--- src/shared/tws_pkg.sv ---
// Purpose: constants, types and helpers shared by the two-wire slave block
// Assumes: 125 MHz pclk, register indices are word indices on APB (byte = 4 * index)
// Notes: state codes are kept as five-bit values; the status register shifts them up by 3
//
// What this block does
// general-call data answered NOT ACK reports code 0x98, byte in data register
// STOP or repeated START while addressed reports code 0xA0
// release with ack enable 0 ignores own and general call address
// release with ack enable 1 recognises own address, general call if enabled
// release with begin request sends START once the bus is free
// software masks the prescaler bits before decoding the state code
// status register holds code in bits 7..3, prescaler in bits 1..0
// own address register holds address in bits 7..1, general call enable bit 0
// control register bit layout: done, ack, begin, halt, collision, on, irq
// bit rate divider register is a full eight-bit field
// data register is eight bits, byte to send or byte received
// address mask register set bits exclude own-address bits from compare
// software releases with done written 1 and halt written 0
package tws_pkg;

  // register word indices
  localparam logic [7:0] IDX_DIVIDER = 8'hB8;
  localparam logic [7:0] IDX_STATUS = 8'hB9;
  localparam logic [7:0] IDX_OWN = 8'hBA;
  localparam logic [7:0] IDX_DATA = 8'hBB;
  localparam logic [7:0] IDX_CTRL = 8'hBC;
  localparam logic [7:0] IDX_MASK = 8'hBD;

  // control register bit positions
  localparam int unsigned CTRL_DONE = 7;
  localparam int unsigned CTRL_ACK = 6;
  localparam int unsigned CTRL_BEGIN = 5;
  localparam int unsigned CTRL_HALT = 4;
  localparam int unsigned CTRL_WCOL = 3;
  localparam int unsigned CTRL_ON = 2;
  localparam int unsigned CTRL_IRQ = 0;

  // status and address field layout
  localparam int unsigned STAT_CODE_LSB = 3;
  localparam int unsigned OWN_ADDR_LSB = 1;
  localparam int unsigned OWN_GCE = 0;

  // reset values
  localparam logic [7:0] RST_DIVIDER = 8'h00;
  localparam logic [7:0] RST_OWN = 8'h00;
  localparam logic [7:0] RST_DATA = 8'hFF;
  localparam logic [6:0] RST_MASK = 7'h00;
  localparam logic [1:0] RST_PRESCALE = 2'h0;

  // five-bit state codes (byte value = code << 3)
  localparam logic [4:0] SC_START = 5'h01;         // 0x08
  localparam logic [4:0] SC_OWN_ACK = 5'h0C;       // 0x60
  localparam logic [4:0] SC_GC_ACK = 5'h0E;        // 0x70
  localparam logic [4:0] SC_DATA_ACK = 5'h10;      // 0x80
  localparam logic [4:0] SC_DATA_NACK = 5'h11;     // 0x88
  localparam logic [4:0] SC_GC_DATA_ACK = 5'h12;   // 0x90
  localparam logic [4:0] SC_GC_DATA_NACK = 5'h13;  // 0x98
  localparam logic [4:0] SC_STOP = 5'h14;          // 0xA0
  localparam logic [4:0] SC_NONE = 5'h1F;          // 0xF8

  localparam logic [6:0] GC_ADDR = 7'h00;
  localparam logic [3:0] BITS_PER_BYTE = 4'h8;
  localparam logic [15:0] START_BASE_CYC = 16'h0010; // fixed part of START hold

  // one buffer entry: state code and byte
  localparam int unsigned EV_W = 13;

  typedef enum {
    E_IDLE, E_ADDR, E_ADDR_ACK, E_DATA, E_DATA_ACK, E_MSTART, E_MHOLD, E_MSTOP
  } tws_state_t;

  // masked compare of a received address against the own address
  function automatic logic tws_addr_match(input logic [6:0] rx, input logic [6:0] own,
                                          input logic [6:0] mask);
    tws_addr_match = ((rx ^ own) & ~mask) == 7'h00;
  endfunction

  // START/STOP hold time in pclk cycles from divider and prescaler
  function automatic logic [15:0] tws_hold_cycles(input logic [7:0] div, input logic [1:0] ps);
    logic [15:0] scaled;
    scaled = {8'h00, div} << {ps, 1'b0};
    tws_hold_cycles = START_BASE_CYC + scaled;
  endfunction

endpackage

--- src/rtl/tws_top.sv ---
// Purpose: two-wire slave receiver with register file on APB and queued START
// Assumes: APB master per AMBA; scl/sda pins are open drain, inputs synchronous
// Notes: received events pass a small buffer; the engine stretches scl while an event waits on a full buffer
`timescale 1ns/10ps
module tws_top #(
  parameter int unsigned ADDR_W = 12,
  parameter int unsigned BUF_DEPTH = 2
) (
  input wire logic pclk,
  input wire logic presetn,
  input wire logic psel,
  input wire logic penable,
  input wire logic pwrite,
  input wire logic [ADDR_W-1:0] paddr,
  input wire logic [31:0] pwdata,
  output logic [31:0] prdata,
  output logic pready,
  output logic pslverr,
  input wire logic scl_in,
  output logic scl_out,
  output logic scl_oe,
  input wire logic sda_in,
  output logic sda_out,
  output logic sda_oe,
  output logic job_done,
  output logic interrupt_on
);
  // refuse parameters the decode and buffer cannot serve
  if (ADDR_W < 10 || BUF_DEPTH < 2) begin : g_bad_cfg
    $error("tws_top: ADDR_W must reach index 0xBD and BUF_DEPTH be at least 2");
  end

  // register state
  logic [7:0] divider_q;
  logic [1:0] prescale_q;
  logic [4:0] code_q;
  logic [6:0] own_addr_q;
  logic gce_q;
  logic [7:0] data_q;
  logic done_q;
  logic ack_en_q;
  logic begin_q;
  logic halt_q;
  logic wcol_q;
  logic on_q;
  logic irq_en_q;
  logic [6:0] mask_q;
  logic [31:0] prdata_q;

  // engine state
  tws_pkg::tws_state_t state_q;
  logic [3:0] bit_cnt_q;
  logic [7:0] shift_q;
  logic addressed_q;
  logic gc_q;
  logic ack_q;
  logic [4:0] pend_code_q;
  logic ev_valid_q;
  logic [tws_pkg::EV_W-1:0] ev_data_q;
  logic [15:0] hold_cnt_q;
  logic sda_oe_q;
  logic scl_oe_q;
  logic halt_done;

  // line monitor and buffer wiring
  logic scl_rise;
  logic scl_fall;
  logic start_seen;
  logic stop_seen;
  logic bus_busy;
  logic sda_now;
  logic ev_ready;
  logic buf_valid;
  logic [tws_pkg::EV_W-1:0] buf_data;
  logic pop;

  // bus decode
  logic [7:0] idx;
  logic wr_en;
  logic rd_setup;
  logic release_pulse;

  // an index is mapped only inside the two-wire window
  function automatic logic reg_hit(input logic [7:0] i);
    reg_hit = (i >= tws_pkg::IDX_DIVIDER) && (i <= tws_pkg::IDX_MASK);
  endfunction

  assign idx = paddr[9:2];
  assign wr_en = psel && penable && pwrite && reg_hit(idx);
  assign rd_setup = psel && !penable && !pwrite;
  // zero wait states: read data was captured in the setup cycle
  assign pready = 1'b1;
  assign pslverr = psel && penable && !reg_hit(idx);
  assign prdata = prdata_q;
  // software release: writing done as 1 hands control back to the engine
  assign release_pulse = wr_en && (idx == tws_pkg::IDX_CTRL) && pwdata[tws_pkg::CTRL_DONE];
  // a new event is shown only once software has released the previous one
  assign pop = buf_valid && !done_q;

  tws_line_mon u_mon (
    .pclk(pclk),
    .presetn(presetn),
    .scl_in(scl_in),
    .sda_in(sda_in),
    .scl_rise(scl_rise),
    .scl_fall(scl_fall),
    .start_seen(start_seen),
    .stop_seen(stop_seen),
    .bus_busy(bus_busy),
    .sda_now(sda_now)
  );

  tws_buf2 #(
    .WIDTH(tws_pkg::EV_W),
    .DEPTH(BUF_DEPTH)
  ) u_buf (
    .pclk(pclk),
    .presetn(presetn),
    .flush(!on_q),
    .in_valid(ev_valid_q),
    .in_ready(ev_ready),
    .in_data(ev_data_q),
    .out_valid(buf_valid),
    .out_ready(!done_q),
    .out_data(buf_data)
  );

  // read mux, captured in the setup cycle so prdata comes from a flop
  always_ff @(posedge pclk or negedge presetn) begin
    if (!presetn) begin
      prdata_q <= 32'h0000_0000;
    end else if (rd_setup) begin
      if (idx == tws_pkg::IDX_DIVIDER) begin
        prdata_q <= {24'h000000, divider_q};
      end else if (idx == tws_pkg::IDX_STATUS) begin
        // status layout, reserved bit 2 reads zero
        prdata_q <= {24'h000000, code_q, 1'b0, prescale_q};
      end else if (idx == tws_pkg::IDX_OWN) begin
        prdata_q <= {24'h000000, own_addr_q, gce_q};
      end else if (idx == tws_pkg::IDX_DATA) begin
        prdata_q <= {24'h000000, data_q};
      end else if (idx == tws_pkg::IDX_CTRL) begin
        // control layout, bit 1 reads zero
        prdata_q <= {24'h000000, done_q, ack_en_q, begin_q, halt_q, wcol_q, on_q, 1'b0,
                     irq_en_q};
      end else if (idx == tws_pkg::IDX_MASK) begin
        prdata_q <= {24'h000000, mask_q, 1'b0};
      end else begin
        prdata_q <= 32'h0000_0000;
      end
    end
  end

  // plain configuration registers
  always_ff @(posedge pclk or negedge presetn) begin
    if (!presetn) begin
      divider_q <= tws_pkg::RST_DIVIDER;
      prescale_q <= tws_pkg::RST_PRESCALE;
      own_addr_q <= tws_pkg::RST_OWN[7:1];
      gce_q <= tws_pkg::RST_OWN[0];
      mask_q <= tws_pkg::RST_MASK;
    end else if (wr_en) begin
      if (idx == tws_pkg::IDX_DIVIDER) begin
        // full byte divider
        divider_q <= pwdata[7:0];
      end else if (idx == tws_pkg::IDX_STATUS) begin
        // only the prescaler bits are writable
        prescale_q <= pwdata[1:0];
      end else if (idx == tws_pkg::IDX_OWN) begin
        // own address and general call enable
        own_addr_q <= pwdata[7:tws_pkg::OWN_ADDR_LSB];
        gce_q <= pwdata[tws_pkg::OWN_GCE];
      end else if (idx == tws_pkg::IDX_MASK) begin
        // seven mask bits above bit 0
        mask_q <= pwdata[7:1];
      end
    end
  end

  // control bits; software owns ack, begin, on, irq; halt clears itself after a STOP
  always_ff @(posedge pclk or negedge presetn) begin
    if (!presetn) begin
      ack_en_q <= 1'b0;
      begin_q <= 1'b0;
      halt_q <= 1'b0;
      on_q <= 1'b0;
      irq_en_q <= 1'b0;
    end else if (wr_en && idx == tws_pkg::IDX_CTRL) begin
      ack_en_q <= pwdata[tws_pkg::CTRL_ACK];
      begin_q <= pwdata[tws_pkg::CTRL_BEGIN];
      halt_q <= pwdata[tws_pkg::CTRL_HALT];
      on_q <= pwdata[tws_pkg::CTRL_ON];
      irq_en_q <= pwdata[tws_pkg::CTRL_IRQ];
    end else if (halt_done) begin
      halt_q <= 1'b0;
    end
  end

  // done flag and the status code it qualifies; set only while done is low, so no clash
  always_ff @(posedge pclk or negedge presetn) begin
    if (!presetn) begin
      done_q <= 1'b0;
      code_q <= tws_pkg::SC_NONE;
    end else if (pop) begin
      done_q <= 1'b1;
      code_q <= buf_data[tws_pkg::EV_W-1:8];
    end else if (release_pulse) begin
      done_q <= 1'b0;
      code_q <= tws_pkg::SC_NONE;
    end
  end

  // data register and write collision flag
  always_ff @(posedge pclk or negedge presetn) begin
    if (!presetn) begin
      data_q <= tws_pkg::RST_DATA;
      wcol_q <= 1'b0;
    end else if (pop) begin
      // received byte lands here for software to read
      data_q <= buf_data[7:0];
      // a data write in this cycle still met done low, so it collides
      wcol_q <= wcol_q || (wr_en && idx == tws_pkg::IDX_DATA);
    end else if (wr_en && idx == tws_pkg::IDX_DATA) begin
      // byte to send is accepted only while the engine waits on software
      if (done_q) begin
        data_q <= pwdata[7:0];
        wcol_q <= 1'b0;
      end else begin
        wcol_q <= 1'b1;
      end
    end
  end

  // bus engine: slave receiver plus START/STOP generation
  always_ff @(posedge pclk or negedge presetn) begin
    if (!presetn) begin
      state_q <= tws_pkg::E_IDLE;
      bit_cnt_q <= 4'h0;
      shift_q <= 8'h00;
      addressed_q <= 1'b0;
      gc_q <= 1'b0;
      ack_q <= 1'b0;
      pend_code_q <= tws_pkg::SC_NONE;
      ev_valid_q <= 1'b0;
      ev_data_q <= '0;
      hold_cnt_q <= 16'h0000;
      sda_oe_q <= 1'b0;
      scl_oe_q <= 1'b0;
      halt_done <= 1'b0;
    end else if (!on_q) begin
      state_q <= tws_pkg::E_IDLE;
      addressed_q <= 1'b0;
      ev_valid_q <= 1'b0;
      sda_oe_q <= 1'b0;
      scl_oe_q <= 1'b0;
      halt_done <= 1'b0;
    end else begin
      halt_done <= 1'b0;
      if (ev_valid_q && ev_ready) begin
        ev_valid_q <= 1'b0;
      end
      // slave stretch: clock held low while an event waits for buffer space
      if (state_q != tws_pkg::E_MHOLD && state_q != tws_pkg::E_MSTOP) begin
        scl_oe_q <= ev_valid_q && !ev_ready;
      end
      if ((start_seen || stop_seen) && state_q != tws_pkg::E_MSTART &&
          state_q != tws_pkg::E_MHOLD && state_q != tws_pkg::E_MSTOP) begin
        // condition while still addressed is reported
        if (addressed_q && !ev_valid_q) begin
          ev_valid_q <= 1'b1;
          ev_data_q <= {tws_pkg::SC_STOP, 8'hFF};
        end
        addressed_q <= 1'b0;
        sda_oe_q <= 1'b0;
        bit_cnt_q <= 4'h0;
        state_q <= start_seen ? tws_pkg::E_ADDR : tws_pkg::E_IDLE;
      end else begin
        case (state_q)
          tws_pkg::E_IDLE: begin
            // queued START waits for a free bus
            if (begin_q && !bus_busy && !done_q && !ev_valid_q && !buf_valid) begin
              sda_oe_q <= 1'b1;
              hold_cnt_q <= tws_pkg::tws_hold_cycles(divider_q, prescale_q);
              state_q <= tws_pkg::E_MSTART;
            end
          end
          tws_pkg::E_ADDR, tws_pkg::E_DATA: begin
            if (scl_rise && !ev_valid_q) begin
              shift_q <= {shift_q[6:0], sda_now};
              bit_cnt_q <= bit_cnt_q + 4'h1;
            end else if (scl_fall && bit_cnt_q == tws_pkg::BITS_PER_BYTE) begin
              bit_cnt_q <= 4'h0;
              if (state_q == tws_pkg::E_ADDR) begin
                // recognition follows ack enable, mask and general call enable
                if (ack_en_q && !shift_q[0] &&
                    tws_pkg::tws_addr_match(shift_q[7:1], own_addr_q, mask_q)) begin
                  sda_oe_q <= 1'b1;
                  gc_q <= 1'b0;
                  pend_code_q <= tws_pkg::SC_OWN_ACK;
                  state_q <= tws_pkg::E_ADDR_ACK;
                end else if (ack_en_q && gce_q && shift_q == {tws_pkg::GC_ADDR, 1'b0}) begin
                  sda_oe_q <= 1'b1;
                  gc_q <= 1'b1;
                  pend_code_q <= tws_pkg::SC_GC_ACK;
                  state_q <= tws_pkg::E_ADDR_ACK;
                end else begin
                  state_q <= tws_pkg::E_IDLE;
                end
              end else begin
                // general-call byte with ack enable low is answered NOT ACK
                ack_q <= ack_en_q;
                sda_oe_q <= ack_en_q;
                if (gc_q) begin
                  pend_code_q <= ack_en_q ? tws_pkg::SC_GC_DATA_ACK : tws_pkg::SC_GC_DATA_NACK;
                end else begin
                  pend_code_q <= ack_en_q ? tws_pkg::SC_DATA_ACK : tws_pkg::SC_DATA_NACK;
                end
                state_q <= tws_pkg::E_DATA_ACK;
              end
            end
          end
          tws_pkg::E_ADDR_ACK: begin
            if (scl_fall) begin
              sda_oe_q <= 1'b0;
              addressed_q <= 1'b1;
              ev_valid_q <= 1'b1;
              ev_data_q <= {pend_code_q, shift_q};
              state_q <= tws_pkg::E_DATA;
            end
          end
          tws_pkg::E_DATA_ACK: begin
            if (scl_fall) begin
              sda_oe_q <= 1'b0;
              ev_valid_q <= 1'b1;
              ev_data_q <= {pend_code_q, shift_q};
              // after NOT ACK the engine drops to not-addressed mode
              addressed_q <= ack_q;
              state_q <= ack_q ? tws_pkg::E_DATA : tws_pkg::E_IDLE;
            end
          end
          tws_pkg::E_MSTART: begin
            if (hold_cnt_q != 16'h0000) begin
              hold_cnt_q <= hold_cnt_q - 16'h0001;
            end else begin
              // START done: hold the clock low and report it
              scl_oe_q <= 1'b1;
              ev_valid_q <= 1'b1;
              ev_data_q <= {tws_pkg::SC_START, data_q};
              state_q <= tws_pkg::E_MHOLD;
            end
          end
          tws_pkg::E_MHOLD: begin
            // the bus stays held until software asks for a STOP
            if (release_pulse && pwdata[tws_pkg::CTRL_HALT]) begin
              scl_oe_q <= 1'b0;
              hold_cnt_q <= tws_pkg::tws_hold_cycles(divider_q, prescale_q);
              state_q <= tws_pkg::E_MSTOP;
            end
          end
          tws_pkg::E_MSTOP: begin
            if (hold_cnt_q != 16'h0000) begin
              hold_cnt_q <= hold_cnt_q - 16'h0001;
            end else begin
              sda_oe_q <= 1'b0;
              halt_done <= 1'b1;
              state_q <= tws_pkg::E_IDLE;
            end
          end
          default: begin
            state_q <= tws_pkg::E_IDLE;
          end
        endcase
      end
    end
  end

  // open-drain pins only ever pull low
  assign scl_out = 1'b0;
  assign sda_out = 1'b0;
  assign scl_oe = scl_oe_q;
  assign sda_oe = sda_oe_q;
  assign job_done = done_q;
  assign interrupt_on = irq_en_q;
endmodule

--- src/rtl/tws_buf2.sv ---
// Purpose: small valid/ready buffer between the bus engine and the register side
// Assumes: single clock, both sides handshake on the same edge
// Notes: depth defaults to two so one stalled entry never blocks the next
`timescale 1ns/10ps
module tws_buf2 #(
  parameter int unsigned WIDTH = 13,
  parameter int unsigned DEPTH = 2
) (
  input wire logic pclk,
  input wire logic presetn,
  input wire logic flush,
  input wire logic in_valid,
  output logic in_ready,
  input wire logic [WIDTH-1:0] in_data,
  output logic out_valid,
  input wire logic out_ready,
  output logic [WIDTH-1:0] out_data
);
  localparam int unsigned AW = (DEPTH > 1) ? $clog2(DEPTH) : 1;

  // refuse a depth the wrapping pointers cannot serve
  if (DEPTH < 2 || (DEPTH & (DEPTH - 1)) != 0 || WIDTH < 1) begin : g_bad_cfg
    $error("tws_buf2: DEPTH must be a power of two of at least 2");
  end

  logic [WIDTH-1:0] mem_q [DEPTH];
  logic [AW-1:0] wr_ptr_q;
  logic [AW-1:0] rd_ptr_q;
  logic [AW:0] count_q;
  logic push;
  logic pop;

  // honest full/empty straight from the fill count
  assign in_ready = (count_q != DEPTH[AW:0]);
  assign out_valid = (count_q != '0);
  assign out_data = mem_q[rd_ptr_q];
  assign push = in_valid && in_ready;
  assign pop = out_valid && out_ready;

  // storage, written only on an accepted push
  always_ff @(posedge pclk) begin
    if (push) begin
      mem_q[wr_ptr_q] <= in_data;
    end
  end

  // pointers and fill count
  always_ff @(posedge pclk or negedge presetn) begin
    if (!presetn) begin
      wr_ptr_q <= '0;
      rd_ptr_q <= '0;
      count_q <= '0;
    end else if (flush) begin
      wr_ptr_q <= '0;
      rd_ptr_q <= '0;
      count_q <= '0;
    end else begin
      if (push) begin
        wr_ptr_q <= wr_ptr_q + 1'b1;
      end
      if (pop) begin
        rd_ptr_q <= rd_ptr_q + 1'b1;
      end
      if (push && !pop) begin
        count_q <= count_q + 1'b1;
      end else if (pop && !push) begin
        count_q <= count_q - 1'b1;
      end
    end
  end
endmodule

--- src/rtl/tws_line_mon.sv ---
// Purpose: watch the clock and data lines for edges, START and STOP
// Assumes: line inputs already synchronous to pclk
// Notes: edge, condition and sda_now outputs are decoded from two sample flops, one cycle behind the pins; bus_busy is a flop one cycle later
`timescale 1ns/10ps
module tws_line_mon (
  input wire logic pclk,
  input wire logic presetn,
  input wire logic scl_in,
  input wire logic sda_in,
  output logic scl_rise,
  output logic scl_fall,
  output logic start_seen,
  output logic stop_seen,
  output logic bus_busy,
  output logic sda_now
);
  logic scl_q;
  logic sda_q;
  logic scl_p_q;
  logic sda_p_q;
  logic busy_q;

  // two samples of each line; idle lines read high
  always_ff @(posedge pclk or negedge presetn) begin
    if (!presetn) begin
      scl_q <= 1'b1;
      sda_q <= 1'b1;
      scl_p_q <= 1'b1;
      sda_p_q <= 1'b1;
    end else begin
      scl_q <= scl_in;
      sda_q <= sda_in;
      scl_p_q <= scl_q;
      sda_p_q <= sda_q;
    end
  end

  assign scl_rise = scl_q && !scl_p_q;
  assign scl_fall = !scl_q && scl_p_q;
  // data moving while the clock stays high marks a condition
  assign start_seen = scl_q && scl_p_q && !sda_q && sda_p_q;
  assign stop_seen = scl_q && scl_p_q && sda_q && !sda_p_q;
  assign sda_now = sda_q;
  assign bus_busy = busy_q;

  // bus is owned from a START until the next STOP
  always_ff @(posedge pclk or negedge presetn) begin
    if (!presetn) begin
      busy_q <= 1'b0;
    end else if (start_seen) begin
      busy_q <= 1'b1;
    end else if (stop_seen) begin
      busy_q <= 1'b0;
    end
  end
endmodule

--- config.mk ---
export PLATFORM = sky130hd
export DESIGN_NAME = tws_top
export DESIGN_NICKNAME = d
export VERILOG_FILES = /design/src/shared/tws_pkg.sv /design/src/rtl/tws_top.sv /design/src/rtl/tws_buf2.sv /design/src/rtl/tws_line_mon.sv
export SDC_FILE = /design/constraint.sdc
export NUM_CORES = 1
export LEC_CHECK = 0
export BUFFER_PORTS_ARGS = -buffer_cell sky130_fd_sc_hd__buf_2
export CORE_MARGIN = 3
export CORE_UTILIZATION = 45
export CTS_CLUSTER_DIAMETER = 120
export DETAILED_ROUTE_END_ITERATION = 10
export GPL_ROUTABILITY_DRIVEN = 1
export PLACE_DENSITY = 0.73
export SYNTH_ARGS = -nofsm -noshare
export SYNTH_HDL_FRONTEND = slang
export SYNTH_HIERARCHICAL = 1
export SYNTH_SLANG_ARGS = --single-unit
--- constraint.sdc ---
create_clock -name pclk -period 6.8 [get_ports pclk]
set_input_delay 0.68 -clock pclk [delete_from_list [all_inputs] [get_ports pclk]]
set_output_delay 0.68 -clock pclk [all_outputs]
set_load 0.03 [all_outputs]
Yosys cells after proc, flatten, opt, wreduce, memory -nomap -nowiden
Memories as Yosys holds them, arrays and structs flattened.
Cells that the tools add are included.
- register bits after elaboration: 171
- logic and storage cells: 283
- RAM bits: 26
- memories: 1
- bitwise logic cells: 9
- magnitude comparators: 2
- mux-type cells: 98
- equal/unequal tests: 41
- reductions and logical operators: 88
- shifts and indexed selects: 1
- add/subtract/negate cells: 7
- memories (name ; depth ; width ; rd ports ; clocked after Yosys merged registers in ; wr ports ; line ; RTL):
    u_buf.mem_q ; 2 ; 13 ; 1 ; 0 ; 1 ; tws_buf2.sv:26 ; logic [WIDTH-1:0] mem_q [DEPTH];
- operators by type and width (cell ; number):
    $mux 32 ; 11
    $pmux 32 s7 ; 1
    $eq 32x3->1 const B ; 4
    $eq 32x2->1 const B ; 3
    $ne 32x4->1 const B ; 3
    $mux 8 ; 9
    $mux 13 ; 4
    $eq 8x8->1 const B ; 6
    $mux 1 ; 48
    $mux 16 ; 3
    $pmux 16 s3 ; 1
    $logic_and 1x1->1 ; 38
    $eq 32x1->1 const B ; 1
    $logic_not 32->1 ; 1
    $ne 4x4->1 const B ; 8
    $pmux 13 s2 ; 1
    $mux 5 ; 5
    $reduce_and 6->1 ; 3
    $add 5x16->16 const A ; 1
    $mux 4 ; 4
    $reduce_bool 16->1 ; 1
    $reduce_bool 2->1 ; 8
    $shl 8x3->16 ; 1
    $sub 16x1->16 const B ; 1
    other kinds (34) ; 80

Longest topological paths before layout
- depth after elaboration: 11
- gate-level depth with buffers: 10
- depth with buffers taken out: 9

Cells and area by module
Netlist, hierarchy kept.
- by module, submodules not included (module ; cells an instance ; sequential area each (µm²) ; instances ; area each (µm²)):
    tws_top ; 692 ; 2723.9 ; 1 ; 6500.0
    tws_buf2 ; 62 ; 880.8 ; 1 ; 1161.1
    tws_line_mon ; 14 ; 130.1 ; 1 ; 188.9

Worst setup path after synthesis
No wires, ideal clock.
- path type: reg2reg
- from: reg u_buf.count_q[0]
- to: reg hold_cnt_q[10]
- data required time: 6.674 ns
- cell stages (with the launch flop): 9
- library setup time: 0.126 ns
- period minus slack after synthesis: 2.553 ns
- buffers on the path: 1
- arrival: 2.427 ns
- path slack: 4.247 ns
- cell sequence: dfrtp_1 or2_2 or3b_1 or4b_1 a21oi_2 o211a_1 buf_6 o21ai_2 a221o_1
- longest elaborated chain between the ends: 5
- ends and longest elaborated chain (item ; line ; RTL):
    start: declaration ; tws_buf2.sv:29 ; logic [AW:0] count_q;
    start signal: assignment ; tws_buf2.sv:65 ; count_q <= count_q + 1'b1;
    start signal: assignment ; tws_buf2.sv:67 ; count_q <= count_q - 1'b1;
    $reduce_bool 2->1 ; tws_buf2.sv:35 ; assign out_valid = (count_q != '0);
    named net buf_valid ; tws_top.sv:73 ; logic buf_valid;
    $logic_not 1->1 ; tws_top.sv:281 ; if (begin_q && !bus_busy && !done_q && !ev_valid_q && !buf_valid) begin
    $logic_and 1x1->1 ; tws_top.sv:281 ;
    $ne 2x2->1 (no source line) ; n/a ;
    $reduce_and 6->1 (no source line) ; n/a ;
    end signal: assignment ; tws_top.sv:283 ; hold_cnt_q <= tws_pkg::tws_hold_cycles(divider_q, prescale_q);
    end signal: assignment ; tws_top.sv:343 ; hold_cnt_q <= hold_cnt_q - 16'h0001;
    end signal: assignment ; tws_top.sv:356 ; hold_cnt_q <= tws_pkg::tws_hold_cycles(divider_q, prescale_q);
    end: declaration ; tws_top.sv:60 ; logic [15:0] hold_cnt_q;
The timed path passes the listed nets, and every way through them passes these cells.
A chain may end at the register's enable or synchronous reset.

Worst setup path in the final report
- from: reg hold_cnt_q[0]
- to: reg hold_cnt_q[10]
- longest elaborated chain between the ends: 3
- elaborated cells between the ends (all ways): 6
- ends and longest elaborated chain (item):
    $sub 16x1->16 / $reduce_bool 16->1 (equally long branches)
    $mux 16 / $ne 2x1->1 (equally long branches)
    $pmux 16 s3 / $reduce_and 6->1 (equally long branches)
Several ways; a longest one is shown, not always the timed one. The select of a mux whose other input is x is not followed.

==> Implementation_results.wiki <==
{| class="wikitable"
! Metric !! Value
|-
| Multi-input gate area || 3690 µm²
|-
| Path class of the lowest-slack min-delay path || in -> async
|-
| Routed vias/inst || 5.67
|-
| Type of element capturing the critical path || flop
|-
| Count of hold-fix buffers inserted at cts || 0
|-
| Root Buffer || clkbuf_16
|-
| Startpoint of the worst register-to-register path || hold_cnt_q[0]
|-
| Data required time of the worst path || 7.10 ns
|-
| Area contributors post-synth || dfrtp_1 (31%), edfxtp_1 (9.9%), mux2_2 (8.2%), dfstp_2 (7.0%), o21ai_0 (3.6%)
|-
| Critical path endpoint || hold_cnt_q[10]
|-
| Util after Layout || 51.1%
|-
| Post-route fraction of the period consumed by the critical path || 47.7%
|-
| Reported net switching power || 0.00101 W
|-
| Number of levels the H-tree was split into || 4
|-
| Library cells used by synthesis || 84
|-
| Accumulated negative setup slack || 0 ns
|-
| Total Die Area || 19,100 µm²
|-
| TritonCTS clock tree || yes
|-
| Estimated wirelength of the detail-placed design || 12,100 µm
|-
| Most instantiated library cell after synthesis || dfrtp_1
|-
| Floorplan die height || 138 µm
|-
| Slew Limit Fails || 0
|-
| Comb power frac || 26.4%
|-
| Count of state elements after synthesis || 143
|-
| DRT Pass-1 Iters || 6
|-
| Post-CTS setup repair buffer count || 0
|-
| Cell total after placement || 985
|-
| Count of buffering cells on the critical path with inverters included || 1
|-
| Number of max-cap violations || 0
|-
| Relative contribution of the clock network to total power || 31.8%
|-
| Number of nets in the final layout || 840
|-
| Number of standard cells after synthesis || 768
|-
| Final Routed Wirelength || 17,700 µm
|-
| Starting density of the core || 46.7%
|-
| Synth area leader || dfrtp_1
|-
| Actual slew at the worst max-slew pin || 1.15 ns
|-
| Critical path's largest stage delay || 0.77 ns
|-
| Per-instance average area after synthesis || 10.2 µm²
|-
| Rel. slew slack || 22.4%
|-
| Arrival time reported for the critical path endpoint || 3.54 ns
|-
| Number of DRC violations after detailed-routing iteration 0 || 481
|-
| Area of the core || 16,800 µm²
|-
| Tmin final || 3.25 ns
|-
| Startpoint Class || flop
|-
| Most frequently used flop master after synthesis || dfrtp_1
|-
| Cell chain of the critical path || inv_1 > ha_1 > or4b_4 > nor4b_4 > nand3_1 > o211ai_2 > nor2_1 > a221o_1
|-
| Number of synthesized flops with an enable pin || 26
|-
| Largest net degree at the start of global routing || 69
|-
| Filler cell count in the final layout || 1,535
|-
| Pwr dens || 336 nW/µm²
|-
| Reg-to-reg endpoint || hold_cnt_q[10]
|-
| I/O pin total || 91
|-
| Proportion of synthesized chip area in sequential cells || 47.6%
|-
| GR Layer Usage met1 || 26.3%
|-
| Number of buffers inserted during clock tree synthesis || 17
|-
| Antenna diode instance count || 0
|-
| Register Area || 3730 µm²
|-
| Sequential cell fraction of total power || 41.8%
|-
| Endpoints failing hold || 0
|-
| Count of instances resized after the clock tree is built || 0
|-
| Num rows || 47
|-
| Highest-delay cell along the critical path || o211ai_2
|-
| Clock-pin slew on the worst setup and hold paths || 0.06 ns
|-
| Met3 track utilization from global routing || 4.39%
|-
| RSZ-0062 raised after global routing || false
|-
| Async S/R FF share, synth || 81.8%
|-
| Run status || finished clean
|-
| Overall track demand over capacity in global routing || 18.8%
|-
| Die span in x || 138 µm
|-
| Gr ovfl total || 0
|-
| Highest ir drop seen on vdd || 0.189 mV
|-
| Count of placed standard cells in the final layout, fillers left out || 1,017
|-
| Share of post-route cells with drive strength above 1 || 23.3%
|-
| Synth Warn # || 6
|-
| Internal cell power || 0.00187 W
|-
| Largest delay contributor family on the critical path || simple AND/OR/NAND/NOR gates
|-
| Via count of the first global-routing pass || 5,534
|-
| Share of the synthesized area in the top cell type || 30.6%
|-
| Worst path depth || 8
|-
| Number of antenna violations at the first check in global routing || 0
|-
| Maximum clock frequency || 308 MHz
|-
| Global-route wire length before repair || 29,200 µm
|-
| Average wire per cell in the routed design || 17.4 µm
|-
| Final antenna-violating net count || 0
|-
| Static power due to leakage || 3.60 nW
|-
| I/O Buffers || 35
|-
| Number of buffers on the longest clock path || 2
|-
| Worst setup path startpoint || hold_cnt_q[0]
|-
| Net switching share of the total power || 35.0%
|-
| Signed area change from the synthesized netlist to the final layout || 9.39%
|-
| Commonest cells in the synthesized netlist || dfrtp_1 (96), nor2_1 (68), nand2_1 (66), mux2_2 (57), o21ai_0 (57)
|-
| Worst reg2reg setup slack || 3.55 ns
|-
| Synthesized area || 7850 µm²
|-
| Final worst clock skew || 0.0113 ns
|-
| Path type of the worst setup path || reg -> reg
|-
| Peak-usage layer in the global routing report || met2
|-
| DRC violations left || 0
|-
| Setup Viol. Count Final || 0
|-
| DR vias || 5,769
|-
| Grt met2 use || 28.5%
|-
| CP Max Fanout || 24
|-
| Clock insertion delay at the later pin of the skew report || 0.42 ns
|-
| Routability Congestion || 0.830
|-
| Worst Reg-to-Reg Cells || 8
|-
| # clock sinks || 143
|}
[routing by layer]
layer	routed length (µm)	up-vias	part of all wire [%]
met5	0	-	0
met4	363	0	2.1
met3	877	26	5.0
met2	8160	165	46
met1	8270	2815	47
li1	-	2763	-
[kinds of logic (layout without fill, tap and decap cells)]
| group | Yosys count | after routing | synth area share (%) |
|---|---|---|---|
| adders and majority gates | 5 | 5 | 0.797 |
| and+or+nand+nor | 241 | 241 | 15.7 |
| DFF | 143 | 143 | 47.6 |
| xor gates and xnor gates | 18 | 18 | 2.01 |
| other | 2 | 27 | 0.0957 |
| buffers and inverters | 95 | 99 | 6.74 |
| muxes | 72 | 72 | 10.4 |
| AOI/OAI and AO/OA | 192 | 192 | 16.7 |
[layout by cell type (no fill, tap or decap), types with 5 or more instances in the layout]
master / instances
a21oi_1: 41
a31oi_1: 17
and3_1: 6
buf_2: 34
clkbuf_16: 17
conb_1: 27
dfrtp_1: 96
dfstp_2: 21
edfxtp_1: 26
ha_1: 5
inv_1: 27
mux2_2: 57
mux2i_1: 13
nand2_1: 66
nand2b_1: 7
nand3_1: 16
nand4_1: 7
nor2_1: 68
nor2b_1: 11
nor3_1: 11
nor4_1: 9
o21ai_0: 57
o21ai_2: 7
o221ai_1: 8
o221ai_2: 5
o22ai_1: 8
o31ai_1: 5
xnor2_1: 10
xor2_1: 8
[flip-flops by register name, summed over array words and instances (netlist names), 3 cells and up]
name / cells
bit_cnt_q: 4
shift_q: 8
hold_cnt_q: 16
divider_q: 8
ev_data_q: 13
data_q: 8
prdata: 8
state_q: 3
mask_q: 7
pend_code_q: 4
u_buf/mem_q: 26
code_q: 5
own_addr_q: 7
[how the worst min path moves through the flow]
stage	start	to	slack (ns)	cells past startpoint
CTS	presetn	prdata[5]	0.31	1
global placement	u_mon/sda_now	u_mon/sda_p_q	0.39	0
floorplan	u_mon/sda_now	u_mon/sda_p_q	0.37	0
finish	presetn	hold_cnt_q[0]	0.30	1
detailed placement	u_mon/sda_now	u_mon/sda_p_q	0.39	0
global route	presetn	hold_cnt_q[1]	0.34	1
[metrics by stage]
stage | worst slack (ns) | hold slack (ns) | instance area [µm²] | power (W)
2_1_floorplan | 4.25 | 0.372 | 7940 | 0.00183
3_3_place_gp | 3.62 | 0.385 | 8010 | 0.00195
3_5_place_dp | 3.62 | 0.389 | 8010 | 0.00197
4_1_cts | 3.59 | 0.306 | 8590 | 0.00290
5_1_grt | 3.32 | 0.338 | 8590 | 0.00306
6_report | 3.55 | 0.297 | 8590 | 0.00288
[power groups by stage]
| stage | logic (W) | clock network, W | registers [W] |
|---|---|---|---|
| final | 0.000762 | 0.000918 | 0.00120 |
| after global routing | 0.000859 | 0.000977 | 0.00123 |
| after CTS | 0.000762 | 0.000935 | 0.00120 |
| after detailed placement | 0.000756 | 0 | 0.00122 |
| after global placement | 0.000744 | 0 | 0.00121 |
| after floorplan | 0.000674 | 0 | 0.00116 |
[cell type report]
class                      instances  area share, %
clock inverter                    12           1.46
inverter                          29           1.27
tap                              220           3.21
multi-input combinational        555           42.9
sequential                       143           43.5
clock buffer                      20           5.32
timing repair buffer              38           2.33
Power figures use the tool's default switching activity.
